--- config.mk ---
export PLATFORM = sky130hd
export DESIGN_NAME = serdes_lane_status
export DESIGN_NICKNAME = d
export VERILOG_FILES = /design/src/shared/serdes_lane_status_pkg.sv /design/src/core/serdes_lane_status.sv
export SDC_FILE = /design/constraint.sdc
export NUM_CORES = 1
export LEC_CHECK = 0
export BUFFER_PORTS_ARGS = -buffer_cell sky130_fd_sc_hd__buf_2
export CAP_MARGIN = 20
export CELL_PAD_IN_SITES_DETAIL_PLACEMENT = 1
export CELL_PAD_IN_SITES_GLOBAL_PLACEMENT = 1
export CORE_MARGIN = 4
export CORE_UTILIZATION = 39
export CTS_BUF_LIST = sky130_fd_sc_hd__clkbuf_4 sky130_fd_sc_hd__clkbuf_8
export CTS_CLUSTER_SIZE = 25
export DETAILED_ROUTE_END_ITERATION = 6
export PLACE_DENSITY_LB_ADDON = 0.12
export REMOVE_ABC_BUFFERS = 1
export SYNTH_ARGS = -nofsm -noshare
export SYNTH_HDL_FRONTEND = slang
export SYNTH_SLANG_ARGS = --single-unit
--- constraint.sdc ---
create_clock -name pclk -period 2.85 [get_ports pclk]
set_input_delay 0.57 -clock pclk [delete_from_list [all_inputs] [get_ports pclk]]
set_output_delay 0.57 -clock pclk [all_outputs]
set_load 0.005 [all_outputs]
--- src/shared/serdes_lane_status_pkg.sv ---
package serdes_lane_status_pkg;

    // ----------------------------------------------------------------
    // Register byte addresses
    // ----------------------------------------------------------------
    localparam logic [31:0] ADDR_TBUS_READBACK = 32'h0231_e0f8;
    localparam logic [31:0] ADDR_TBUS_SELECT = 32'h0231_e0fc;
    localparam logic [31:0] ADDR_LANE0_CFG4 = 32'h0231_e204;
    localparam logic [31:0] ADDR_LANE1_CFG4 = 32'h0231_e404;
    localparam logic [31:0] ADDR_LANE0_CTL_STS = 32'h0231_ffe0;
    localparam logic [31:0] ADDR_LANE1_CTL_STS = 32'h0231_ffe4;
    localparam logic [31:0] ADDR_PLL_LANE_STS = 32'h0231_fff4;
    localparam logic [31:0] ADDR_PORT0_TX_CTL = 32'h02f0_0600;
    localparam logic [31:0] ADDR_PORT0_RX_STS = 32'h02f0_060c;
    localparam logic [31:0] ADDR_PORT1_TX_CTL = 32'h02f0_0680;
    localparam logic [31:0] ADDR_PORT1_RX_STS = 32'h02f0_068c;

    // ----------------------------------------------------------------
    // Field positions
    // ----------------------------------------------------------------
    localparam int PLL_SIGDET_LSB = 0;
    localparam int PLL_SIGOK_LSB = 8;
    localparam int PLL2_OK_BIT = 24;
    localparam int PLL_OK_BIT = 28;
    localparam int LCS_RX_LOSS_BIT = 0;
    localparam int LCS_RX_OK_BIT = 1;
    localparam int LCS_LINK_UP_BIT = 20;
    localparam int CFG_OVR_VAL_BIT = 1;
    localparam int CFG_OVR_EN_BIT = 2;
    localparam int CFG_BOOST_ESCAPE_BIT = 3;
    localparam int CFG_EIDLE_CAL_BIT = 7;
    localparam int CFG_THR_LSB = 24;
    localparam int CFG_THR_MSB = 31;
    localparam int RXS_ERR_LSB = 16;
    localparam int RXS_ERR_MSB = 23;
    localparam int RXS_LINKED_BIT = 30;
    localparam int TBUS_ATT_LSB = 20;
    localparam int TBUS_ATT_MSB = 23;
    localparam int TBUS_BOOST_LSB = 24;
    localparam int TBUS_BOOST_MSB = 27;
    localparam logic [31:0] TBUS_SEL_PORT0 = 32'h0210_0000;
    localparam logic [31:0] TBUS_SEL_PORT1 = 32'h0310_0000;

    // ----------------------------------------------------------------
    // Reset values and saturation limits
    // ----------------------------------------------------------------
    localparam logic [31:0] CFG4_RESET = 32'h0000_0080;
    localparam logic [31:0] TX_CTL_RESET = 32'h0000_0000;
    localparam logic [31:0] TBUS_SEL_RESET = 32'h0000_0000;
    localparam logic [7:0] ERR_CNT_MAX = 8'hff;
    localparam logic [3:0] BOOST_MAX = 4'hf;

    // ----------------------------------------------------------------
    // Carriers
    // ----------------------------------------------------------------
    typedef struct packed {
        logic [7:0] envelope;
        logic signal_ok;
        logic rx_loss;
        logic rx_ok;
        logic link_up;
        logic rx_linked;
        logic block_error;
        logic adapt_up;
        logic adapt_dn;
        logic [3:0] att;
    } lane_in_t;

    typedef struct packed {
        logic signal_detect;
        logic rx_stage_reset;
        logic recal;
        logic cdr_reset;
        logic lane_reset;
    } lane_out_t;

    typedef struct packed {
        logic [3:0] boost;
        logic stuck;
        logic sigdet;
        logic ovr_en_prev;
        logic [7:0] err_cnt;
        logic stage_pulse;
        logic cdr_pulse;
        logic lane_rst_pulse;
        logic read_left;
        logic blocked;
    } lane_state_t;

    typedef struct packed {
        logic [31:0] rdata;
        logic err;
        logic [31:0] tbus_sel;
        logic [1:0][31:0] cfg;
        logic [1:0][31:0] tx_ctl;
        lane_state_t [1:0] lane;
        logic [1:0][31:0] tx_data;
        logic [1:0][31:0] rx_data;
    } state_t;

endpackage

--- src/core/serdes_lane_status.sv ---
`timescale 1ns/1ps
`default_nettype none
module serdes_lane_status #(
    parameter int unsigned SERDES_WIDTH = 32,
    parameter logic [3:0] BOOST_START = 4'h8
) (
    input wire logic pclk,
    input wire logic presetn,
    input wire logic psel,
    input wire logic penable,
    input wire logic pwrite,
    input wire logic [31:0] paddr,
    input wire logic [31:0] pwdata,
    input wire logic [3:0] pstrb,
    output logic [31:0] prdata,
    output logic pready,
    output logic pslverr,
    input wire logic pll_ok,
    input wire logic pll2_ok,
    input wire logic [1:0] kr_mode,
    input wire serdes_lane_status_pkg::lane_in_t [1:0] lane_in,
    output serdes_lane_status_pkg::lane_out_t [1:0] lane_out,
    input wire logic [1:0][SERDES_WIDTH-1:0] xgmii_tx_data,
    output logic [1:0][SERDES_WIDTH-1:0] serdes_tx_data,
    input wire logic [1:0][SERDES_WIDTH-1:0] serdes_rx_data,
    output logic [1:0][SERDES_WIDTH-1:0] xgmii_rx_data
);

    serdes_lane_status_pkg::state_t q;
    serdes_lane_status_pkg::state_t d;

    logic setup;
    logic access;
    logic [31:0] rd;
    logic hit;
    logic pcs_hit;
    logic pcs_port;

    function automatic logic [31:0] merge(
        input logic [31:0] old,
        input logic [31:0] wdat,
        input logic [3:0] strb
    );
        logic [31:0] r;
        r = old;
        for (int b = 0; b < 4; b++) begin
            if (strb[b]) begin
                r[b*8 +: 8] = wdat[b*8 +: 8];
            end
        end
        return r;
    endfunction

    assign setup = psel & ~penable;
    assign access = psel & penable;

    // ----------------------------------------------------------------
    // Read decode, evaluated in the setup phase
    // ----------------------------------------------------------------
    always_comb begin
        rd = '0;
        hit = 1'b1;
        pcs_hit = 1'b0;
        pcs_port = 1'b0;
        case (paddr)
            serdes_lane_status_pkg::ADDR_PLL_LANE_STS: begin
                for (int i = 0; i < 2; i++) begin
                    rd[serdes_lane_status_pkg::PLL_SIGDET_LSB + i] =
                        q.lane[i].sigdet;
                    rd[serdes_lane_status_pkg::PLL_SIGOK_LSB + i] =
                        lane_in[i].signal_ok;
                end
                rd[serdes_lane_status_pkg::PLL2_OK_BIT] = pll2_ok;
                rd[serdes_lane_status_pkg::PLL_OK_BIT] = pll_ok;
            end
            serdes_lane_status_pkg::ADDR_LANE0_CTL_STS,
            serdes_lane_status_pkg::ADDR_LANE1_CTL_STS: begin
                pcs_port = paddr[2];
                rd[serdes_lane_status_pkg::LCS_RX_LOSS_BIT] =
                    lane_in[pcs_port].rx_loss;
                rd[serdes_lane_status_pkg::LCS_RX_OK_BIT] =
                    lane_in[pcs_port].rx_ok;
                rd[serdes_lane_status_pkg::LCS_LINK_UP_BIT] =
                    lane_in[pcs_port].link_up;
                pcs_port = 1'b0;
            end
            serdes_lane_status_pkg::ADDR_TBUS_SELECT: begin
                rd = q.tbus_sel;
            end
            serdes_lane_status_pkg::ADDR_TBUS_READBACK: begin
                // Unknown selections read zero
                if (q.tbus_sel == serdes_lane_status_pkg::TBUS_SEL_PORT0) begin
                    rd[serdes_lane_status_pkg::TBUS_ATT_MSB:
                       serdes_lane_status_pkg::TBUS_ATT_LSB] =
                        lane_in[0].att;
                    rd[serdes_lane_status_pkg::TBUS_BOOST_MSB:
                       serdes_lane_status_pkg::TBUS_BOOST_LSB] =
                        q.lane[0].boost;
                end else if (q.tbus_sel ==
                             serdes_lane_status_pkg::TBUS_SEL_PORT1) begin
                    rd[serdes_lane_status_pkg::TBUS_ATT_MSB:
                       serdes_lane_status_pkg::TBUS_ATT_LSB] =
                        lane_in[1].att;
                    rd[serdes_lane_status_pkg::TBUS_BOOST_MSB:
                       serdes_lane_status_pkg::TBUS_BOOST_LSB] =
                        q.lane[1].boost;
                end
            end
            serdes_lane_status_pkg::ADDR_LANE0_CFG4: begin
                rd = q.cfg[0];
            end
            serdes_lane_status_pkg::ADDR_LANE1_CFG4: begin
                rd = q.cfg[1];
            end
            serdes_lane_status_pkg::ADDR_PORT0_TX_CTL: begin
                pcs_hit = 1'b1;
                rd = q.tx_ctl[0];
            end
            serdes_lane_status_pkg::ADDR_PORT1_TX_CTL: begin
                pcs_hit = 1'b1;
                pcs_port = 1'b1;
                rd = q.tx_ctl[1];
            end
            serdes_lane_status_pkg::ADDR_PORT0_RX_STS: begin
                pcs_hit = 1'b1;
                rd[serdes_lane_status_pkg::RXS_LINKED_BIT] =
                    lane_in[0].rx_linked;
                rd[serdes_lane_status_pkg::RXS_ERR_MSB:
                   serdes_lane_status_pkg::RXS_ERR_LSB] =
                    q.lane[0].err_cnt;
            end
            serdes_lane_status_pkg::ADDR_PORT1_RX_STS: begin
                pcs_hit = 1'b1;
                pcs_port = 1'b1;
                rd[serdes_lane_status_pkg::RXS_LINKED_BIT] =
                    lane_in[1].rx_linked;
                rd[serdes_lane_status_pkg::RXS_ERR_MSB:
                   serdes_lane_status_pkg::RXS_ERR_LSB] =
                    q.lane[1].err_cnt;
            end
            default: begin
                hit = 1'b0;
            end
        endcase
    end

    // ----------------------------------------------------------------
    // Next state
    // ----------------------------------------------------------------
    always_comb begin
        logic ovr_en;
        logic ovr_val;
        logic sd;
        logic cdr;
        logic [7:0] thr;
        ovr_en = 1'b0;
        ovr_val = 1'b0;
        sd = 1'b0;
        cdr = 1'b0;
        thr = '0;
        d = q;

        // Bus: latch answer in setup, commit side effects at access
        if (setup) begin
            d.err = ~hit | (pcs_hit & q.lane[pcs_port].blocked);
            d.rdata = (hit & ~(pcs_hit & q.lane[pcs_port].blocked)) ?
                rd : '0;
        end
        if (access & ~q.err) begin
            // One access after a KR lane reset, then the port locks
            if (pcs_hit & q.lane[pcs_port].read_left) begin
                d.lane[pcs_port].read_left = 1'b0;
                d.lane[pcs_port].blocked = 1'b1;
            end
            if (pwrite) begin
                case (paddr)
                    serdes_lane_status_pkg::ADDR_TBUS_SELECT: begin
                        d.tbus_sel = merge(q.tbus_sel, pwdata, pstrb);
                    end
                    serdes_lane_status_pkg::ADDR_LANE0_CFG4,
                    serdes_lane_status_pkg::ADDR_LANE1_CFG4: begin
                        d.cfg[paddr[10]] = merge(q.cfg[paddr[10]], pwdata,
                            pstrb);
                        // Rewriting the lane counts as reconfiguration
                        d.lane[paddr[10]].blocked = 1'b0;
                        d.lane[paddr[10]].read_left = 1'b0;
                        if (pstrb[0] &
                            pwdata[serdes_lane_status_pkg::CFG_BOOST_ESCAPE_BIT])
                        begin
                            d.lane[paddr[10]].stuck = 1'b0;
                            d.lane[paddr[10]].boost = BOOST_START;
                        end
                    end
                    serdes_lane_status_pkg::ADDR_PORT0_TX_CTL,
                    serdes_lane_status_pkg::ADDR_PORT1_TX_CTL: begin
                        d.tx_ctl[paddr[7]] = merge(q.tx_ctl[paddr[7]], pwdata,
                            pstrb);
                    end
                    serdes_lane_status_pkg::ADDR_PORT0_RX_STS,
                    serdes_lane_status_pkg::ADDR_PORT1_RX_STS: begin
                        // Any write clears the errored block count
                        d.lane[paddr[7]].err_cnt = '0;
                    end
                    default: begin
                    end
                endcase
            end
        end

        for (int i = 0; i < 2; i++) begin
            ovr_en = q.cfg[i][serdes_lane_status_pkg::CFG_OVR_EN_BIT];
            ovr_val = q.cfg[i][serdes_lane_status_pkg::CFG_OVR_VAL_BIT];
            thr = q.cfg[i][serdes_lane_status_pkg::CFG_THR_MSB:
                           serdes_lane_status_pkg::CFG_THR_LSB];
            sd = ovr_en ? ovr_val :
                (lane_in[i].envelope > thr);
            d.lane[i].sigdet = sd;
            d.lane[i].ovr_en_prev = ovr_en;
            d.lane[i].stage_pulse = ovr_en & ~q.lane[i].ovr_en_prev &
                q.cfg[i][serdes_lane_status_pkg::CFG_EIDLE_CAL_BIT];
            cdr = q.lane[i].sigdet & ~sd;
            d.lane[i].cdr_pulse = cdr;
            // XFI keeps the lane; KR resets it and arms one access
            d.lane[i].lane_rst_pulse = cdr & kr_mode[i];
            if (cdr & kr_mode[i]) begin
                d.lane[i].read_left = 1'b1;
                d.lane[i].blocked = 1'b0;
            end

            // Boost adaptation; a zero boost survives CDR resets
            if (cdr & ~d.lane[i].stuck) begin
                d.lane[i].boost = BOOST_START;
            end else if (lane_in[i].adapt_dn) begin
                if (d.lane[i].boost <= 4'h1) begin
                    d.lane[i].boost = 4'h0;
                    d.lane[i].stuck = 1'b1;
                end else begin
                    d.lane[i].boost = d.lane[i].boost - 4'h1;
                end
            end else if (lane_in[i].adapt_up & ~d.lane[i].stuck &
                         (d.lane[i].boost != serdes_lane_status_pkg::BOOST_MAX))
            begin
                d.lane[i].boost = d.lane[i].boost + 4'h1;
            end

            // Count after any clear so a same-cycle error is kept
            if (lane_in[i].block_error &
                (d.lane[i].err_cnt != serdes_lane_status_pkg::ERR_CNT_MAX))
            begin
                d.lane[i].err_cnt = d.lane[i].err_cnt + 8'h01;
            end

            d.tx_data[i] = 32'(xgmii_tx_data[i]);
            d.rx_data[i] = 32'(serdes_rx_data[i]);
        end
    end

    // ----------------------------------------------------------------
    // State register
    // ----------------------------------------------------------------
    always_ff @(posedge pclk or negedge presetn) begin
        if (!presetn) begin
            q.rdata <= '0;
            q.err <= 1'b0;
            q.tbus_sel <= serdes_lane_status_pkg::TBUS_SEL_RESET;
            for (int i = 0; i < 2; i++) begin
                q.cfg[i] <= serdes_lane_status_pkg::CFG4_RESET;
                q.tx_ctl[i] <= serdes_lane_status_pkg::TX_CTL_RESET;
                q.lane[i] <= '{boost: BOOST_START, default: '0};
                q.tx_data[i] <= '0;
                q.rx_data[i] <= '0;
            end
        end else begin
            q <= d;
        end
    end

    // ----------------------------------------------------------------
    // Outputs
    // ----------------------------------------------------------------
    assign prdata = q.rdata;
    assign pready = access;
    assign pslverr = access & q.err;

    for (genvar g = 0; g < 2; g++) begin : g_lane
        assign lane_out[g].signal_detect = q.lane[g].sigdet;
        assign lane_out[g].rx_stage_reset = q.lane[g].stage_pulse;
        assign lane_out[g].recal = q.lane[g].stage_pulse;
        assign lane_out[g].cdr_reset = q.lane[g].cdr_pulse;
        assign lane_out[g].lane_reset = q.lane[g].lane_rst_pulse;
        assign serdes_tx_data[g] = q.tx_data[g][SERDES_WIDTH-1:0];
        assign xgmii_rx_data[g] = q.rx_data[g][SERDES_WIDTH-1:0];
    end

endmodule
`default_nettype wire

Yosys cells after proc, flatten, opt, wreduce, memory -nomap -nowiden
Index checks and enable logic that the tools add are counted. W data, S select, Z words.

Bits of input ports: 245. Bits in registers: 361. Output and inout port bits: 172.

Muxes and demuxes: 112. Order comparisons: 11. Equality and inequality tests: 17. Bitwise operators: 35. Reductions and logical operators: 18. Add/subtract/negate cells: 6.

Operators by type and width (count): $eq A32 B26 Y1 const B (13); $mux W8 (36); $bwmux W40 (7); $mux W32 (7); $mux W40 (5); $demux W20 S1 (7); $bwmux W64 (2); $pmux W40 S2 (1); $demux W32 S1 (2); $pmux W6 S5 (2); $mux W4 (8); $pmux W4 S7 (1); $and A1 B1 Y1 (24); $pmux W3 S8 (1); $mux W11 (2); $mux W20 (1); $pmux W3 S6 (1); $add A8 B1 Y8 const B (2); $gt A8 B8 Y1 (2); $mux W16 (1); $ne A8 B8 Y1 const B (2); $reduce_and A4 Y1 (4); $pmux W1 S7 (2); $pmux W2 S7 (1); 21 further kinds (65).

Longest topological paths before layout
Gate-level depths: netlist of run 1.

Depth after elaboration: 25. Mapped depth: 14.

Least setup slack after synthesis of run 1
OpenSTA, ideal clock, no wires.

Path kind: in2reg. From: input paddr[4]. To: register q[167] in the netlist's numbering. Stages on the path: 13. Setup slack: -0.492 ns. Required time: 2.766 ns. Arrival time: 3.258 ns. Cell sequence: buf_6 nor4_2 nand4_1 nor4_4 nand2_2 nand2_1 inv_1 ha_1 a311oi_1 nand4_1 xor2_1 a21oi_1 a311o_1.

RTL lines: from (decl) (line serdes_lane_status.sv:12) `input wire logic [31:0] paddr,`; to (decl) (line serdes_lane_status.sv:29) `serdes_lane_status_pkg::state_t q;`.

==> results of run 1 <==
==> how the worst min path moves through the flow <==
stage | start | end | depth (start not counted) | slack, ns
final | serdes_rx_data[33] | xgmii_rx_data[33] | 1 | 0.07
after global routing | serdes_rx_data[32] | xgmii_rx_data[32] | 1 | 0.03
after CTS | serdes_rx_data[44] | xgmii_rx_data[44] | 1 | 0.007
after detailed placement | q[141] | lane_out[2] | 1 | 0.39
after global placement | q[141] | lane_out[2] | 1 | 0.39
after floorplan | presetn | d[141] | 0 | 0.27
==> layer usage <==
layer	up-vias	share of wire, %	track usage (%)
met3	81	7.2	6.595
met5	-	0.089	0
met4	6	2.6	8.396
met2	420	49	38.82
met1	6191	41	29.51
li1	5479	-	-
==> logic make-up (layout without fill, tap and decap cells) <==
kind of cell	count (synthesis)	in the layout
AOI/OAI and AO/OA	240	240
xor gates and xnor gates	8	8
adders and majority gates	24	24
buffers and inverters	245	708
DFF	361	361
muxes	164	164
other	0	4
and+or+nand+nor	283	283
==> through the flow <==
stage	hold WS, ns	total power [mW]	utilization [%]	cells	worst slack [ns]
after floorplan	0.2744	6.297	-	1114	-1.521
after global placement	0.3911	7.181	45.91	2211	-0.3765
after detailed placement	0.3913	7.234	45.91	2211	-0.4633
after CTS	0.007378	12.41	49.26	2320	0.1849
after global routing	0.02712	12.87	49.30	2324	-0.008132
final	0.07113	12.20	49.30	2324	0.1976
==> Yosys cell counts (all sizes together) (5+ instances only) <==
cell / n / area, sq um
a22oi: 42 / 315.3
buf: 185 / 1363
and3: 6 / 37.54
inv: 34 / 127.6
dfrtp: 357 / 8934
nor4: 21 / 210.2
nand2: 83 / 321.5
mux2i: 11 / 110.1
nand3: 24 / 130.1
nand4: 18 / 118.9
ha: 24 / 300.3
xor2: 7 / 61.31
nor3: 21 / 110.1
nor2b: 8 / 52.55
mux2: 153 / 1723
nor3b: 5 / 47.54
a221oi: 27 / 236.5
clkbuf: 26 / 97.59
nor2: 55 / 206.5
nand2b: 11 / 68.82
a22o: 26 / 227.7
o21a: 8 / 60.06
a222oi: 9 / 90.09
a211oi: 7 / 52.55
and2: 12 / 75.08
o21ai: 40 / 200.2
a31oi: 15 / 100.1
a21o: 9 / 67.56
o22ai: 7 / 43.79
a21oi: 30 / 150.1
==> sequential cells by signal, indices dropped and copies added (netlist names) <==
name,flops
prdata,32
q,191
serdes_tx_data,64
xgmii_rx_data,64
lane_out,8
d,2
==> layout by cell type, fill, tap and decap left out, types with 8 or more instances in the layout <==
master	Yosys	final
a22oi_1	42	42
a31oi_1	14	14
a22o_1	26	26
nand2b_1	11	10
nor2_1	55	55
nand2_1	79	79
o21ai_0	25	25
mux2_1	17	17
nor3_1	20	20
mux2i_1	11	11
clkbuf_4	0	15
buf_2	9	415
a21oi_1	30	30
and2_1	11	11
buf_12	0	14
ha_1	24	24
dfrtp_1	357	357
a222oi_1	9	9
inv_1	34	34
clkbuf_8	0	87
a221oi_1	27	27
o21a_1	8	8
o21ai_1	15	15
nand4_1	17	17
nor4_1	14	12
buf_4	171	135
mux2_2	136	136
a21o_1	9	9
nand3_1	22	22
==> critical path, delay by kind of cell <==
| kind | cells | cell delay, ns |
|---|---|---|
| buf+inv | 3 | 0.35 |
| fa+ha+maj | 1 | 0.19 |
| simple gates | 6 | 1.16 |
| xor+xnor | 1 | 0.15 |
| compound gates | 3 | 0.73 |
==> where the power goes <==
group          switching, mW  internal [mW]  leakage, nW
clock                   2.15           2.91        0.718
sequential             0.305           5.38         4.63
combinational          0.734          0.715         4.79
total                   3.19           9.01         10.1
==> timing repair <==
| action | CTS | global route |
|---|---|---|
| hold buffers | 1 | 0 |
| hold endpoints to repair | 51 | 0 |
| gates resized for setup | 0 | 1 |
| endpoints found under the setup margin | 0 | 2 |
==> layout make-up <==
type / count / area (sq um) / share of cell area [%]
Tap cell: 532 / 665.6 / 3.306
Multi-Input combinational cell: 719 / 5538 / 27.51
Inverter: 34 / 127.6 / 0.6339
Clock inverter: 6 / 46.29 / 0.2300
Sequential cell: 361 / 9039 / 44.90
Antenna cell: 4 / 10.01 / 0.04972
Clock buffer: 102 / 1310 / 6.507
Timing Repair Buffer: 566 / 3396 / 16.87
==> impl_metrics.env, run 1 <==
export IMPL_core_area_sq_um=40830
export IMPL_skew_ns=0.02547
export IMPL_final_nets=2017
export IMPL_worstHoldPathType="in2reg"
export IMPL_rsz0062_at_grt="yes"
export IMPL_cpPeakStageDelay_ns=0.38
export IMPL_place_area_sq_um=18750
export IMPL_track_usage_pct=23.41
export IMPL_rr_endpoint="q[167]"
export IMPL_yosysSeqAreaShare_pct=56.03
export IMPL_postSynthCellCount=1325
export IMPL_yosysUniqueCellTypes=72
export IMPL_wl_mm=52.87
export IMPL_reg2reg_from="q[328]"
export IMPL_timing_slew_headroom_pct=38.44
export IMPL_start_util_pct=39.51
export IMPL_gp_congestion=0.8447
export IMPL_grt_pass1_vias=13333
export IMPL_dp_final_hpwl_mm=39.80
export IMPL_drtAntennaViolNets=0
export IMPL_period_needed_ns=2.652
export IMPL_nFillCells=4441
export IMPL_cts_root_buffer="clkbuf_8"
export IMPL_leakagePower_nw=10.14
export IMPL_stdcell_area_sq_um=20130
export IMPL_num_vias=12177
export IMPL_ys_flop_type="dfrtp_1"
export IMPL_clkSinkCount=361
export IMPL_die_w_um=211.4
export IMPL_critPathKind="in2reg"
export IMPL_status="finished clean"
export IMPL_synth_compound_gate_area_share_pct=10.77
export IMPL_grt_pass1_wl_mm=79.83
export IMPL_synth_adder_area_share_pct=1.861
export IMPL_areaGrowthSynthToFinish_pct=24.80
export IMPL_hold_viol_final=0
export IMPL_ctsLongestPathBuffers=3
export IMPL_synth_xor_area_share_pct=0.4343
export IMPL_synth_area_sq_um=16130
export IMPL_reg2regPathDepth=13
export IMPL_ios=417
export IMPL_tritoncts="built"
export IMPL_max_clock_freq_mhz=377.0
export IMPL_htreeDepth=3
export IMPL_crit_fanout=3
export IMPL_die_h_um=211.4
export IMPL_crit_start="paddr[8]"
export IMPL_viasPerCell=5.240
export IMPL_critPathCaptureType="flip-flop"
export IMPL_grt_max_degree=65
export IMPL_ys_async_sr_fraction_pct=100.0
export IMPL_clkTransAtPathRegs_ns=0.06
export IMPL_yosys_register_bits=361
export IMPL_synth_area_per_cell_sq_um=12.17
export IMPL_p_per_area_nw_per_um2=605.8
export IMPL_cp_arrival_ns=3.16
export IMPL_overflow=0
export IMPL_path_common_cell="nand4_1"
export IMPL_fin_setup_tns_ns=0
export IMPL_muxShareOfSynthArea_pct=11.36
export IMPL_r2r_slack_ns=0.23
export IMPL_wl_per_cell_um=22.75
export IMPL_clkLatencyLatePin_ns=0.60
export IMPL_maxCapViolCount=0
export IMPL_synth_top_family_by_area="multiplexers"
export IMPL_tightest_slew_ns=0.9192
export IMPL_startpoint_type="input pin"
export IMPL_path_cells="buf_2 -> nor4b_1 -> nand4_1 -> buf_4 -> nor4_4 -> nand2_2 -> nand2_1 -> inv_1 -> ha_1 -> a311oi_1 -> nand4_1 -> xor2_1 -> a21oi_1 -> a311o_1"
export IMPL_synth_simple_gate_area_share_pct=9.695
export IMPL_final_max_slew_viol_count=0
export IMPL_drt_iter0_drc=560
export IMPL_ys_warn_count=0
export IMPL_remaining_drc_errors=0
export IMPL_crit_required_ns=3.36
export IMPL_worst_path_max_delay_cell="nor4b_1"
export IMPL_drtPass1Iterations=5
export IMPL_antenna_found_initial=8
export IMPL_cts_buffers=66
export IMPL_final_setup_viol_count=0
export IMPL_row_count=74
export IMPL_post_cts_buffers=0
export IMPL_period_share_pct=93.07
export IMPL_synth_edf_count=0
export IMPL_layout_drive_gt1_share_pct=47.20
export IMPL_vdd_ir_drop_max_v=0.0003861
export IMPL_io_buffers=416
export IMPL_critPathCapture="q[167]"
export IMPL_die_area_sq_um=44680
(Power assumes the default switching activity.)
==> run 2: changes to the inputs <==
Settings changed: CORE_UTILIZATION 39 to 47.
Clock period 2.85 ns to 3.1 ns, I/O delays scaled along.
==> run 2 against run 1 <==
Critical path depth fell by 2. Hold slack improved by 0.021 ns. Sequential power fell by 7.9%. Sequential cell count did not move. Clock skew fell by 0.0077 ns. Power fell by 10%. Final area fell by 2.2%. Register-to-register slack improved by 0.098 ns. Sequential share of layout area rose by 1.0 points. First-iteration DRC count rose by 6.4%. Critical path type is now reg2reg. Highest routed layer unchanged.
==> impl_metrics.env, run 2 (synthesis gave the netlist of run 1 again) <==
export IMPL_hold_viol_final=0
export IMPL_path_cells="nor3b_2 -> buf_4 -> and3_1 -> nand2_2 -> nand2_1 -> inv_1 -> ha_1 -> a311oi_1 -> nand4_1 -> xor2_1 -> a21oi_1 -> a311o_1"
export IMPL_final_nets=1984
export IMPL_remaining_drc_errors=0
export IMPL_gp_congestion=0.8914
export IMPL_max_clock_freq_mhz=360.8
export IMPL_cp_num_buf_inv=2
export IMPL_dp_final_hpwl_mm=37.71
export IMPL_final_max_slew_viol_count=0
export IMPL_regMostFlops="q"
export IMPL_wl_met2_mm=25.75
export IMPL_status="finished clean"
export IMPL_hold_depth=1
export IMPL_cts_root_buffer="clkbuf_8"
export IMPL_critPathKind="reg2reg"
export IMPL_grt_pass1_wl_mm=78.72
export IMPL_period_share_pct=89.41
export IMPL_start_util_pct=47.87
export IMPL_top_layer="met5"
export IMPL_drtPass1Iterations=5
export IMPL_ios=417
export IMPL_track_usage_pct=26.89
export IMPL_cpPeakStageDelay_ns=0.43
export IMPL_drt_iter0_drc=596
export IMPL_wl_mm=51.07
export IMPL_p_per_area_nw_per_um2=557.3
export IMPL_cp_arrival_ns=3.33
export IMPL_antenna_found_initial=12
export IMPL_wl_per_cell_um=23.09
export IMPL_cts_buffers=61
export IMPL_die_h_um=193.3
export IMPL_startpoint_type="flip-flop"
export IMPL_overflow=0
export IMPL_crit_fanout=5
export IMPL_critPathCaptureType="flip-flop"
export IMPL_drt_met1_wl_mm=19.59
export IMPL_die_area_sq_um=37350
export IMPL_worstHoldPathType="in2reg"
export IMPL_cp_num_cells=12
export IMPL_timing_hold_ws_ns=0.09176
export IMPL_stdcell_area_sq_um=19690
export IMPL_fin_setup_tns_ns=0
export IMPL_p_total_mw=10.97
export IMPL_skew_ns=0.01774
export IMPL_grt_max_degree=66
export IMPL_die_w_um=193.3
export IMPL_io_buffers=416
export IMPL_layout_drive_gt1_share_pct=46.16
export IMPL_htreeDepth=2
export IMPL_clkTransAtPathRegs_ns=0.06
export IMPL_worst_slack_ns=0.3282
export IMPL_num_vias=12085
export IMPL_row_count=67
export IMPL_timing_slew_headroom_pct=34.09
export IMPL_maxCapViolCount=0
export IMPL_placed_cells=2099
export IMPL_period_needed_ns=2.772
export IMPL_tritoncts="built"
export IMPL_wl_met3_mm=4.178
export IMPL_multi_input_area_sq_um=5520
export IMPL_rsz0062_at_grt="no"
export IMPL_nFillCells=3627
export IMPL_final_common_cell="buf_2"
export IMPL_areaGrowthSynthToFinish_pct=22.04
export IMPL_crit_required_ns=3.66
export IMPL_reg2regPathDepth=12
export IMPL_largest_reg_flops=191
export IMPL_core_area_sq_um=33700
export IMPL_seqCellArea_sq_um=9039
export IMPL_leakagePower_nw=9.926
export IMPL_ctsLongestPathBuffers=3
export IMPL_path_delay_family="simple AND/OR/NAND/NOR gates"
export IMPL_dp_slack_ns=-0.2387
export IMPL_layout_cells_most_common_list="buf_2, dfrtp_1, mux2_2"
export IMPL_final_setup_viol_count=0
export IMPL_viasPerCell=5.463
export IMPL_place_area_sq_um=18390
export IMPL_worst_path_max_delay_cell="dfrtp_1"
export IMPL_drtAntennaViolNets=0
export IMPL_fin_util_pct=58.42
export IMPL_tightest_slew_ns=0.9841
export IMPL_layout_cells_non_filler=2212
export IMPL_vdd_ir_drop_max_v=0.0004714
export IMPL_grt_pass1_vias=13402
export IMPL_clkLatencyLatePin_ns=0.63
export IMPL_clkSinkCount=361
run 2: layer usage:
metal | up-vias | GRT usage (%)
met2 | 446 | 46.39
met5 | - | 0
met1 | 6136 | 32.17
met3 | 91 | 7.810
met4 | 8 | 9.835
li1 | 5404 | -
run 2: where the power goes:
group	internal [mW]	total, mW	switching, mW
registers	4.95	5.24	0.288
logic	0.646	1.32	0.672
clock network	2.53	4.42	1.89
total	8.12	11.0	2.85
run 2: path summary, 6_finish.rpt:
| path | start | endpoint | slack (ns) |
|---|---|---|---|
| min reg2reg | q[161] | lane_out[7] | 0.40 |
| max reg2reg | q[328] | q[167] | 0.33 |
| min in group asynchronous | presetn | q[253] | 0.52 |
| min | serdes_rx_data[59] | xgmii_rx_data[59] | 0.09 |
| max | q[328] | q[167] | 0.33 |
| max in group asynchronous | presetn | q[271] | 1.70 |
run 2: timing repair:
item                                   CTS  global route
buffers inserted                         0             0
resized for setup                        0             0
hold buffers                             1             0
endpoints found under the hold margin   54             0
run 2: layout make-up:
class / instances / share of cell area, %
flip-flops and latches: 361 / 45.91
multi-input cells: 719 / 28.04
repair buffers: 538 / 15.99
clock buffers: 103 / 6.406
well taps: 448 / 2.847
inverters: 34 / 0.6482
diodes: 7 / 0.08897
clock inverters: 2 / 0.06991
